--- src/rtl/asp_pkg.sv ---
// shared constants and carrier types of the serial host status port
package asp_pkg;
	// register select codes (register_select_high, register_select_low)
	localparam logic [1:0] SEL_DATA = 2'h0;
	localparam logic [1:0] SEL_STATUS = 2'h1;
	// status bit positions
	localparam int ST_PARITY = 0;
	localparam int ST_FRAMING = 1;
	localparam int ST_OVERRUN = 2;
	localparam int ST_RX_FULL = 3;
	localparam int ST_TX_EMPTY = 4;
	localparam int ST_CARRIER = 5;
	localparam int ST_DSR = 6;
	localparam int ST_IRQ = 7;
	// status after hardware reset: only transmit-empty set
	localparam logic [7:0] STATUS_RESET = 8'h10;
	localparam logic [7:0] DATA_RESET = 8'h00;
	// word length code to data mask: 8, 7, 6, 5 bits
	localparam logic [1:0] WL_8 = 2'h0;
	localparam logic [1:0] WL_7 = 2'h1;
	localparam logic [1:0] WL_6 = 2'h2;
	localparam logic [1:0] WL_5 = 2'h3;
	localparam logic [7:0] MASK_8 = 8'hff;
	localparam logic [7:0] MASK_7 = 8'h7f;
	localparam logic [7:0] MASK_6 = 8'h3f;
	localparam logic [7:0] MASK_5 = 8'h1f;
	// transmitter interrupt control code that enables the interrupt
	localparam logic [1:0] TIC_IRQ_ON = 2'h1;
	// input synchroniser depth
	localparam int SYNC_STAGES = 3;

	// one sample of the processor bus pins
	typedef struct packed {
		logic cs;
		logic rnw;
		logic [1:0] sel;
		logic [7:0] data;
	} asp_bus_s;

	// character handed over by the receive shifter
	typedef struct packed {
		logic [7:0] data;
		logic framingErr;
		logic parityErr;
	} asp_rxchar_s;
endpackage

--- src/rtl/asp_two_entry_buf.sv ---
// two-entry buffer with valid/ready on both sides
`timescale 1ns/1ps
`default_nettype none
module asp_two_entry_buf #(
	parameter int WIDTH = 8
) (
	// clock and reset
	input wire logic sys_clk,
	input wire logic rst_b,
	// filling side
	input wire logic inValid,
	output logic inReady,
	input wire logic [WIDTH-1:0] inData,
	// draining side
	output logic outValid,
	input wire logic outReady,
	output logic [WIDTH-1:0] outData
);
	logic [WIDTH-1:0] mem_r [2];
	logic [WIDTH-1:0] mem_nxt [2];
	logic wrPtr_r, wrPtr_nxt, rdPtr_r, rdPtr_nxt;
	logic [1:0] count_r, count_nxt;
	logic push, pop;

	assign inReady = (count_r != 2'h2);
	assign outValid = (count_r != 2'h0);
	assign outData = mem_r[rdPtr_r];
	assign push = inValid && inReady;
	assign pop = outValid && outReady;

	always_comb begin
		mem_nxt = mem_r;
		wrPtr_nxt = wrPtr_r;
		rdPtr_nxt = rdPtr_r;
		count_nxt = count_r;
		if (push) begin
			mem_nxt[wrPtr_r] = inData;
			wrPtr_nxt = ~wrPtr_r;
		end
		if (pop) begin
			rdPtr_nxt = ~rdPtr_r;
		end
		case ({push, pop})
			2'b10: count_nxt = count_r + 2'h1;
			2'b01: count_nxt = count_r - 2'h1;
			default: count_nxt = count_r;
		endcase
	end

	always_ff @(posedge sys_clk or negedge rst_b) begin
		if (!rst_b) begin
			mem_r[0] <= '0;
			mem_r[1] <= '0;
			wrPtr_r <= 1'b0;
			rdPtr_r <= 1'b0;
			count_r <= 2'h0;
		end else begin
			mem_r <= mem_nxt;
			wrPtr_r <= wrPtr_nxt;
			rdPtr_r <= rdPtr_nxt;
			count_r <= count_nxt;
		end
	end
endmodule
`default_nettype wire

--- src/rtl/asp_host_status_port.sv ---
// processor bus side of the serial adapter: holding registers and status
`timescale 1ns/1ps
`default_nettype none
module asp_host_status_port (
	// clock and hardware reset (reset_low)
	input wire logic sys_clk,
	input wire logic rst_b,
	// processor bus pins
	input wire logic phaseTwoClk,
	input wire logic chipSelect,
	input wire logic readNotWrite,
	input wire logic registerSelectLow,
	input wire logic registerSelectHigh,
	input wire logic [7:0] busDataIn,
	output logic [7:0] busDataOut,
	output logic busDataOe,
	// open-drain interrupt request, low when active
	output logic irqRequestOut,
	output logic irqRequestOe,
	// modem status pins
	input wire logic dataSetReady,
	input wire logic carrierDetect,
	// command and control settings
	input wire logic terminalReady,
	input wire logic receiverIrqDisable,
	input wire logic [1:0] txIrqControl,
	input wire logic [1:0] wordLength,
	input wire logic programReset,
	// transmit shifter side
	output logic txValid,
	input wire logic txReady,
	output logic [7:0] txData,
	// receive shifter side
	input wire logic rxValid,
	input wire asp_pkg::asp_rxchar_s rxChar,
	// register strobe for the command and control registers
	output logic extWrite,
	output logic [1:0] extSelect,
	output logic [7:0] extWriteData
);
	// pin synchronisers: bus bundle, phase two, modem lines
	localparam int SW = $bits(asp_pkg::asp_bus_s) + 3;
	logic [SW-1:0] sync_r [asp_pkg::SYNC_STAGES];
	logic [SW-1:0] pinNow;
	asp_pkg::asp_bus_s bus2, bus3;
	logic ph2s2, ph2s3, dsr2, dsr3, dcd2, dcd3;

	assign pinNow = {chipSelect, readNotWrite,
		registerSelectHigh, registerSelectLow, busDataIn,
		phaseTwoClk, dataSetReady, carrierDetect};
	assign {bus2, ph2s2, dsr2, dcd2} = sync_r[1];
	assign {bus3, ph2s3, dsr3, dcd3} = sync_r[2];

	// stage one feeds only stage two; a metastable sample stays there
	always_ff @(posedge sys_clk or negedge rst_b) begin
		if (!rst_b) begin
			for (int i = 0; i < asp_pkg::SYNC_STAGES; i++) begin
				sync_r[i] <= '0;
			end
		end else begin
			sync_r[0] <= pinNow;
			for (int i = 1; i < asp_pkg::SYNC_STAGES; i++) begin
				sync_r[i] <= sync_r[i-1];
			end
		end
	end

	// filtered levels: change only when stages two and three agree
	logic ph2High_r, ph2High_nxt, dsrLvl_r, dsrLvl_nxt;
	logic dcdLvl_r, dcdLvl_nxt;
	logic ph2Rise, ph2Fall;

	always_comb begin
		ph2High_nxt = (ph2s2 == ph2s3) ? ph2s3 : ph2High_r;
		dsrLvl_nxt = (dsr2 == dsr3) ? dsr3 : dsrLvl_r;
		dcdLvl_nxt = (dcd2 == dcd3) ? dcd3 : dcdLvl_r;
	end
	assign ph2Rise = ph2High_nxt && !ph2High_r;
	assign ph2Fall = !ph2High_nxt && ph2High_r;

	// bus decode
	logic selHit, rdData, rdStatus, wrData, wrStatus, wrOther;
	assign selHit = bus3.cs && ph2High_r;
	assign rdData = selHit && ph2Fall && bus3.rnw &&
		bus3.sel == asp_pkg::SEL_DATA;
	assign rdStatus = selHit && ph2Fall && bus3.rnw &&
		bus3.sel == asp_pkg::SEL_STATUS;
	assign wrData = selHit && ph2Fall && !bus3.rnw &&
		bus3.sel == asp_pkg::SEL_DATA;
	// a status write is the program reset strobe
	assign wrStatus = selHit && ph2Fall && !bus3.rnw &&
		bus3.sel == asp_pkg::SEL_STATUS;
	assign wrOther = selHit && ph2Fall && !bus3.rnw && bus3.sel[1];

	// transmit path through the two-entry buffer
	logic bufInReady, bufOutValid, txMove;
	logic [7:0] bufOut, txMask;
	assign txMove = bufOutValid && txReady;

	asp_two_entry_buf #(
		.WIDTH(8)
	) u_txbuf (
		.sys_clk(sys_clk),
		.rst_b(rst_b),
		.inValid(wrData),
		.inReady(bufInReady),
		.inData(bus3.data),
		.outValid(bufOutValid),
		.outReady(txReady),
		.outData(bufOut)
	);

	function automatic logic [7:0] wlMask(input logic [1:0] wl);
		case (wl)
			asp_pkg::WL_8: wlMask = asp_pkg::MASK_8;
			asp_pkg::WL_7: wlMask = asp_pkg::MASK_7;
			asp_pkg::WL_6: wlMask = asp_pkg::MASK_6;
			default: wlMask = asp_pkg::MASK_5;
		endcase
	endfunction

	assign txMask = wlMask(wordLength);
	assign txValid = bufOutValid;
	assign txData = bufOut & txMask;

	// status and receive state
	logic [7:0] rxHold_r, rxHold_nxt, rdLatch_r, rdLatch_nxt;
	logic rxFull_r, rxFull_nxt, txEmpty_r, txEmpty_nxt;
	logic ovr_r, ovr_nxt, fe_r, fe_nxt, pe_r, pe_nxt;
	logic irq_r, irq_nxt, modemHeld_r, modemHeld_nxt;
	logic dsrStat_r, dsrStat_nxt, dcdStat_r, dcdStat_nxt;
	logic rxIrqEn, txIrqEn, modemChange, rxLoad;
	logic [7:0] status;

	assign status = {irq_r, dsrStat_r, dcdStat_r, txEmpty_r,
		rxFull_r, ovr_r, fe_r, pe_r};

	assign rxIrqEn = !receiverIrqDisable && terminalReady;
	assign txIrqEn = terminalReady &&
		txIrqControl == asp_pkg::TIC_IRQ_ON;
	assign modemChange = !modemHeld_r &&
		(dsrLvl_r != dsrStat_r || dcdLvl_r != dcdStat_r);
	// a data read in the same cycle frees the register: new char loads
	assign rxLoad = rxValid && (!rxFull_r || rdData);

	always_comb begin
		rxHold_nxt = rxHold_r;
		rxFull_nxt = rxFull_r;
		txEmpty_nxt = txEmpty_r;
		ovr_nxt = ovr_r;
		fe_nxt = fe_r;
		pe_nxt = pe_r;
		irq_nxt = irq_r;
		modemHeld_nxt = modemHeld_r;
		dsrStat_nxt = dsrStat_r;
		dcdStat_nxt = dcdStat_r;
		rdLatch_nxt = rdLatch_r;
		// clears first, hardware sets below win
		if (rdData) begin
			rxFull_nxt = 1'b0;
			ovr_nxt = 1'b0;
			fe_nxt = 1'b0;
			pe_nxt = 1'b0;
		end
		if (rdStatus) begin
			irq_nxt = 1'b0;
			// releases held modem levels; next change interrupts again unless receiverIrqDisable is set
			modemHeld_nxt = 1'b0;
		end
		if (wrStatus || programReset) begin
			ovr_nxt = 1'b0;
		end
		if (wrData && bufInReady) begin
			txEmpty_nxt = 1'b0;
		end
		// set on every move without a data write in the same cycle, even with a second word queued
		if (txMove && !wrData) begin
			txEmpty_nxt = 1'b1;
			if (txIrqEn) begin
				irq_nxt = 1'b1;
			end
		end
		if (rxLoad) begin
			// parity already removed by the shifter, upper bits zeroed
			rxHold_nxt = rxChar.data & wlMask(wordLength);
			rxFull_nxt = 1'b1;
			fe_nxt = rxChar.framingErr;
			pe_nxt = rxChar.parityErr;
			if (rxIrqEn) begin
				irq_nxt = 1'b1;
			end
		end else if (rxValid && !rdData) begin
			ovr_nxt = 1'b1;
		end
		if (modemChange) begin
			dsrStat_nxt = dsrLvl_r;
			dcdStat_nxt = dcdLvl_r;
			modemHeld_nxt = 1'b1;
			if (!receiverIrqDisable) begin
				irq_nxt = 1'b1;
			end
		end
		if (ph2Rise) begin
			rdLatch_nxt = (bus2.sel == asp_pkg::SEL_DATA) ? rxHold_r
				: status;
		end
	end

	always_ff @(posedge sys_clk or negedge rst_b) begin
		if (!rst_b) begin
			ph2High_r <= 1'b0;
			dsrLvl_r <= 1'b0;
			dcdLvl_r <= 1'b0;
			rxHold_r <= asp_pkg::DATA_RESET;
			rdLatch_r <= asp_pkg::DATA_RESET;
			rxFull_r <= asp_pkg::STATUS_RESET[asp_pkg::ST_RX_FULL];
			txEmpty_r <= asp_pkg::STATUS_RESET[asp_pkg::ST_TX_EMPTY];
			ovr_r <= asp_pkg::STATUS_RESET[asp_pkg::ST_OVERRUN];
			fe_r <= asp_pkg::STATUS_RESET[asp_pkg::ST_FRAMING];
			pe_r <= asp_pkg::STATUS_RESET[asp_pkg::ST_PARITY];
			irq_r <= asp_pkg::STATUS_RESET[asp_pkg::ST_IRQ];
			dsrStat_r <= asp_pkg::STATUS_RESET[asp_pkg::ST_DSR];
			dcdStat_r <= asp_pkg::STATUS_RESET[asp_pkg::ST_CARRIER];
			modemHeld_r <= 1'b0;
		end else begin
			ph2High_r <= ph2High_nxt;
			dsrLvl_r <= dsrLvl_nxt;
			dcdLvl_r <= dcdLvl_nxt;
			rxHold_r <= rxHold_nxt;
			rdLatch_r <= rdLatch_nxt;
			rxFull_r <= rxFull_nxt;
			txEmpty_r <= txEmpty_nxt;
			ovr_r <= ovr_nxt;
			fe_r <= fe_nxt;
			pe_r <= pe_nxt;
			irq_r <= irq_nxt;
			dsrStat_r <= dsrStat_nxt;
			dcdStat_r <= dcdStat_nxt;
			modemHeld_r <= modemHeld_nxt;
		end
	end

	// bus drive: only reads of the two local registers drive the pins
	assign busDataOut = rdLatch_r;
	assign busDataOe = selHit && bus3.rnw && !bus3.sel[1];
	// open drain: drive low only while the interrupt bit stands
	assign irqRequestOut = 1'b0;
	assign irqRequestOe = irq_r;

	// command and control register writes go outside
	logic extWrite_r, extWrite_nxt;
	logic [1:0] extSelect_r, extSelect_nxt;
	logic [7:0] extData_r, extData_nxt;

	always_comb begin
		extWrite_nxt = wrOther;
		extSelect_nxt = wrOther ? bus3.sel : extSelect_r;
		extData_nxt = wrOther ? bus3.data : extData_r;
	end

	always_ff @(posedge sys_clk or negedge rst_b) begin
		if (!rst_b) begin
			extWrite_r <= 1'b0;
			extSelect_r <= 2'h0;
			extData_r <= asp_pkg::DATA_RESET;
		end else begin
			extWrite_r <= extWrite_nxt;
			extSelect_r <= extSelect_nxt;
			extData_r <= extData_nxt;
		end
	end

	assign extWrite = extWrite_r;
	assign extSelect = extSelect_r;
	assign extWriteData = extData_r;
endmodule
`default_nettype wire

--- config.mk ---
export PLATFORM = sky130hd
export DESIGN_NAME = asp_host_status_port
export DESIGN_NICKNAME = d
export VERILOG_FILES = /design/src/rtl/asp_pkg.sv /design/src/rtl/asp_two_entry_buf.sv /design/src/rtl/asp_host_status_port.sv
export SDC_FILE = /design/constraint.sdc
export NUM_CORES = 1
export LEC_CHECK = 0
export CORE_MARGIN = 2
export CORE_UTILIZATION = 48
export DETAILED_ROUTE_END_ITERATION = 8
export DONT_BUFFER_PORTS = 1
export PLACE_DENSITY = 0.65
export SETUP_SLACK_MARGIN = 0.2
export SKIP_LAST_GASP = 1
export SLEW_MARGIN = 20
export SYNTH_ARGS = -nofsm -noshare
export SYNTH_HDL_FRONTEND = slang
export SYNTH_HIERARCHICAL = 1
export SYNTH_SLANG_ARGS = --single-unit
--- constraint.sdc ---
create_clock -name sys_clk -period 2.3 [get_ports sys_clk]
set_input_delay 0.575 -clock sys_clk [delete_from_list [all_inputs] [get_ports sys_clk]]
set_output_delay 0.575 -clock sys_clk [all_outputs]
set_load 0.03 [all_outputs]
==> results of run 1 <==
-- what timing repair did --
item                       in CTS  in global routing
cloned                          0                  0
buffers inserted                2                  0
hold endpoints to repair      103                103
gates resized for setup         1                  1
setup endpoints to repair       3                  9
-- power breakdown --
part	internal (mW)	switching [mW]	total, mW
registers	2.05	0.335	2.39
logic	0.277	0.228	0.505
clock network	0.637	0.586	1.22
total	2.97	1.15	4.12
-- sequential cells by signal, indices dropped and copies added, names as in the netlist, 2 cells and up --
name	count
rxHold_r	8
extSelect	2
extWriteData	8
bus2	12
u_txbuf/count_r	2
bus3	12
busDataOut	8
sync_r	15
u_txbuf/mem_r	16
-- cell type report --
| type | instances | share of cell area |
|---|---|---|
| clock inverter | 5 | 0.0194 |
| tap | 102 | 0.0305 |
| inverter | 7 | 0.00628 |
| clock buffer | 10 | 0.0329 |
| multi-input combinational | 129 | 0.275 |
| timing repair buffer | 7 | 0.0126 |
| sequential | 104 | 0.623 |
-- kinds of logic after synthesis --
kind of cell / synth area share
other: 0.000976
DFF: 0.678
muxes: 0.172
buffers and inverters: 0.0241
adders and majority gates: 0.00847
and+or+nand+nor: 0.0655
AOI/OAI and AO/OA: 0.0358
xor gates and xnor gates: 0.0160
-- cells in the final DEF (no fill, tap or decap), types with 2 or more instances in the layout --
cell         n
dfrtp_1    102
mux2_4      23
mux2_2      19
nand2_1     15
o21ai_0     10
mux2i_1     10
clkbuf_8    10
inv_1        7
buf_4        7
nor2_1       6
a21boi_0     4
xor2_1       4
nor2b_1      3
nand4_1      3
xnor2_1      3
nor2_2       2
a21oi_1      2
and3b_1      2
nor3b_1      2
and2_1       2
a31oi_1      2
maj3_1       2
bufinv_16    2
-- metrics by stage --
step	hold slack [ns]	cell area, um2	util	power, mW
detailed placement	0.282	3940	0.510	2.91
global placement	0.281	3940	0.510	2.89
CTS	-0.116	4180	0.540	4.18
finish	-0.0905	4180	0.541	4.12
global route	-0.119	4180	0.541	4.32
floorplan	0.279	3840	-	2.80
-- worst max path at each step --
stage / startpoint / end / slack (ns) / depth (start not counted)
5_1_grt: u_txbuf/rdPtr_r / txData[5] / 0.21 / 3
4_1_cts: u_txbuf/rdPtr_r / txData[7] / 0.28 / 3
3_3_place_gp: bus3[9] / u_txbuf/mem_r[12] / 0.41 / 6
2_1_floorplan: u_txbuf/rdPtr_r / txData[7] / 0.27 / 3
3_5_place_dp: bus3[9] / u_txbuf/count_r[1] / 0.34 / 7
6_report: u_txbuf/rdPtr_r / txData[7] / 0.29 / 3
-- worst reg2reg max path, stage by stage (launching register included) --
cell,delay (ns)
dfrtp_1,0.39
and3b_1,0.32
nand2_1,0.13
nor3_2,0.22
nand2_1,0.13
ha_1,0.32
nor2_1,0.14
xor2_1,0.14
-- routing by layer --
layer / vias up / track usage / wire length, um
met5: - / 0 / 0
met4: 0 / 0.0699 / 116
met3: 10 / 0.0395 / 320
met2: 43 / 0.224 / 2700
met1: 950 / 0.225 / 3000
li1: 862 / - / -
==> flow_summary.yaml, run 1 <==
critical_path:
  r2r_cells: 7
  arrival_ns: 1.43
  path_max_fanout: 5
  cp.required_ns: 1.73
  cpPeakStageDelay_ns: 0.43
  start_kind: "flop"
  cp_top_family: "flip-flops"
  crit_buf_inv: 1
  r2r-start: "bus3[9]"
  crit_type: "flop to output pin"
  cp_slowest_cell: "dfrtp_2"
  critPathCaptureType: "output pin"
  reg2reg_slack_ns: 0.44
  path_cells: "mux2_2 -> nor3b_1 -> buf_4"
  timing.rr.end: "u_txbuf/count_r[1]"
yosys:
  syn_inst: 249
  yosys-top-cells-count: "dfrtp_1 (103), mux2_4 (23), mux2_2 (19)"
  synth-main-ff-cell: "dfrtp_1"
  yosysTopAreaCellShare: 0.671
  yosysTopAreaCell: "dfrtp_1"
  ys_ff_latch: 104
  ys_types: 39
  synth_edf_count: 0
  syn-num-nets: 286
  ys_seq_area_frac: 0.678
  ys_top_cells_by_area: "dfrtp_1 (67%), mux2_4 (9.0%), mux2_2 (5.6%)"
  syn-cell-area_um2: 3840
  ys_warn_count: 6
  async_flop_share: 1.00
  syn_avg_cell_area_um2: 15.4
  yosysMostFrequentCell: "dfrtp_1"
timing:
  min_period_ns: 2.01
  setup_tns_ns: 0
  clock.fmax_ghz: 0.499
  skew_ns: 0.0170
  tightest_slew_ns: 0.608
  slew_headroom: 0.594
  setup_viol: 0
  whs_ns: -0.0905
  finalHoldViolCount: 103
  finalMaxSlewViolations: 0
  fin_crit_sh: 0.872
  rsz0062_at_grt: "no"
  layout_setup_ws_ns: 0.295
clock_tree:
  htreeDepth: 3
  clkSinkCount: 104
  clk_latency_ns: 0.36
  clockBufferDepth: 2
  cts_buffers: 9
  cts_tree: "yes"
  root_buffer: "clkbuf_8"
  clkTransAtPathRegs_ns: 0.09
global_route:
  track_usage: 0.156
  grt_pass1_wl_um: 10100
  grt_max_degree: 105
  gr-total-overflow: 0
  antenna_found_initial: 0
  grt_pass1_vias: 1917
die:
  die_x_um: 93.5
  die-area_um2: 8740
  die_h_um: 93.5
  ios: 67
  rows: 32
  initial_core_util: 0.497
  fp.coreArea_um2: 7730
power:
  ir_drop_mv: 0.433
  power-per-cell-area_nw_per_um2: 985
  p_leak_nw: 1.98
detailed_routing:
  wirelength_um: 6130
  post_drt_wl_per_cell_um: 16.8
  drc: 0
  ant_nets: 0
  vias_per_cell: 5.12
  firstDrtPassIters: 4
  vias: 1865
  drtIter0Drc: 115
run:
  drv_cap: 0
place:
  hpwl_um: 4010
  place_ws_ns: 0.339
  dp_cells: 347
  numPortBuffers: 0
  gp_congestion: 0.733
status:
  status: "finished, violations left"
  violations: "negative hold slack"
final_layout:
  antennaDiodeCount: 0
  final_cells: 364
  syn_to_final_growth_pct: 8.82
  fillers: 623
  drive_above_1_share: 0.282
  multiInputGateArea_um2: 1150
  seqCellArea_um2: 2610
  layout.nets: 295
min_path:
  hold_path_class: "input pin to asynchronous set/reset pin"
No activity file was read; power rests on OpenSTA's default activity.
==> run 2, diff against run 1 <==
- clock period: 2.3 -> 2.38 ns (I/O delays scaled with it)
==> run 2 against run 1 <==
  * The run still ends with negative hold slack left
  * Critical endpoint is now txData[5]
  * Clock skew decreased by 0.0061 ns
  * Sequential power shrank 3%
  * Utilization is 0.24 points lower
  * Via count down 1.4%
  * Clock power shrank 6%
  * First-iteration DRC count decreased by 59%
==> flow_summary.yaml, run 2 (synthesized netlist as in run 1, its figures left out) <==
status:
  status: "finished, violations left"
  violations: "negative hold slack"
final_layout:
  reg.largest.list: "u_txbuf/mem_r: 16 flops, sync_r: 15 flops"
  layout.nets: 295
  drive_above_1_share: 0.276
  antennaDiodeCount: 0
  largest_reg_flops: 16
  fillers: 638
  final_cell_area_um2: 4160
  final_common_cell: "dfrtp_1"
  postLayoutCoreUtil: 0.539
  final_cell_mix: "dfrtp_1 (102), mux2_4 (23), mux2_2 (19)"
  top_register: "u_txbuf/mem_r"
  syn_to_final_growth_pct: 8.34
power:
  p_leak_nw: 1.97
  ir_drop_mv: 0.509
  power-per-cell-area_nw_per_um2: 949
die:
  die-area_um2: 8740
  die_h_um: 93.5
  die_x_um: 93.5
  initial_core_util: 0.497
  rows: 32
  fp.coreArea_um2: 7730
  ios: 67
run:
  drv_cap: 0
timing:
  slew_headroom: 0.577
  tightest_slew_ns: 0.633
  finalMaxSlewViolations: 0
  finalHoldViolCount: 103
  setup_viol: 0
  rsz0062_at_grt: "no"
  min_period_ns: 2.07
  setup_tns_ns: 0
  fin_crit_sh: 0.869
  clock.fmax_ghz: 0.483
  whs_ns: -0.0768
  skew_ns: 0.0109
global_route:
  grt_pass1_vias: 1859
  grt_max_degree: 105
  track_usage: 0.155
  grt_pass1_wl_um: 9940
  gr-total-overflow: 0
  antenna_found_initial: 0
detailed_routing:
  drc: 0
  firstDrtPassIters: 4
  drtIter0Drc: 47
  wirelength_um: 6220
  vias_per_cell: 5.06
  ant_nets: 0
  post_drt_wl_per_cell_um: 17.1
  vias: 1838
min_path:
  hold_path_class: "input pin to asynchronous set/reset pin"
clock_tree:
  htreeDepth: 3
  cts_tree: "yes"
  cts_buffers: 9
  root_buffer: "clkbuf_8"
  clockBufferDepth: 2
  clkTransAtPathRegs_ns: 0.09
  clk_latency_ns: 0.36
  clkSinkCount: 104
critical_path:
  startpoint: "u_txbuf/rdPtr_r"
  start_kind: "flop"
  path_cells: "mux2_2 -> a21boi_0 -> buf_4"
  cp_slowest_cell: "dfrtp_2"
  cp.required_ns: 1.78
  cpPeakStageDelay_ns: 0.46
  crit_type: "flop to output pin"
  path_max_fanout: 7
  arrival_ns: 1.47
  r2r-start: "bus3[9]"
  critPathCaptureType: "output pin"
place:
  gp_congestion: 0.730
  hpwl_um: 4110
  placed_cell_area_um2: 3940
  numPortBuffers: 0
run 2: metrics by stage:
stage	power [mW]	worst slack [ns]	instances	hold slack [ns]
after CTS	3.97	0.221	361	-0.0956
final	3.95	0.311	363	-0.0768
after global placement	2.80	0.487	347	0.302
after detailed placement	2.82	0.425	347	0.302
after global routing	4.14	0.223	363	-0.107
after floorplan	2.70	0.330	249	0.299
run 2: per-layer routing:
metal	wire, um	global-route usage
met5	0	0
met4	110	0.0662
met3	329	0.0483
met2	2820	0.233
met1	2960	0.210
run 2: path summary, 6_finish.rpt:
check	to	slack (ns)	cells after the start
max	txData[5]	0.31	3
min in group sys_clk	sync_r[39]	0.26	0
min reg2reg	bus2[1]	0.35	0
max in group asynchronous	txEmpty_r	2.25	0
max reg2reg	u_txbuf/count_r[1]	0.41	7
min	sync_r[33]	-0.08	0
run 2: final cells by class:
type	instances	area, um2	share of cell area
tap	102	128	0.0307
sequential	104	2610	0.626
timing repair buffer	7	52.6	0.0126
multi-input combinational	129	1150	0.275
inverter	7	26.3	0.00631
clock buffer	9	124	0.0298
clock inverter	5	81.3	0.0195
run 2: repair_timing:
item | 4_1_cts | 5_1_grt
resized for setup | 1 | 0
endpoints found under the hold margin | 103 | 103
buffers inserted | 0 | 2
pin swaps | 0 | 0
setup endpoints to repair | 3 | 3
run 2: power by group:
group,leakage (nW),switching (mW),internal [mW]
logic,0.597,0.216,0.268
registers,1.27,0.331,1.99
clock network,0.102,0.569,0.583
run 2: critical path, delay by kind of cell (launching register included):
kind	cells	cell delay, ns
flops	1	0.46
mux	1	0.36
buf+inv	1	0.17
compound gates	1	0.12
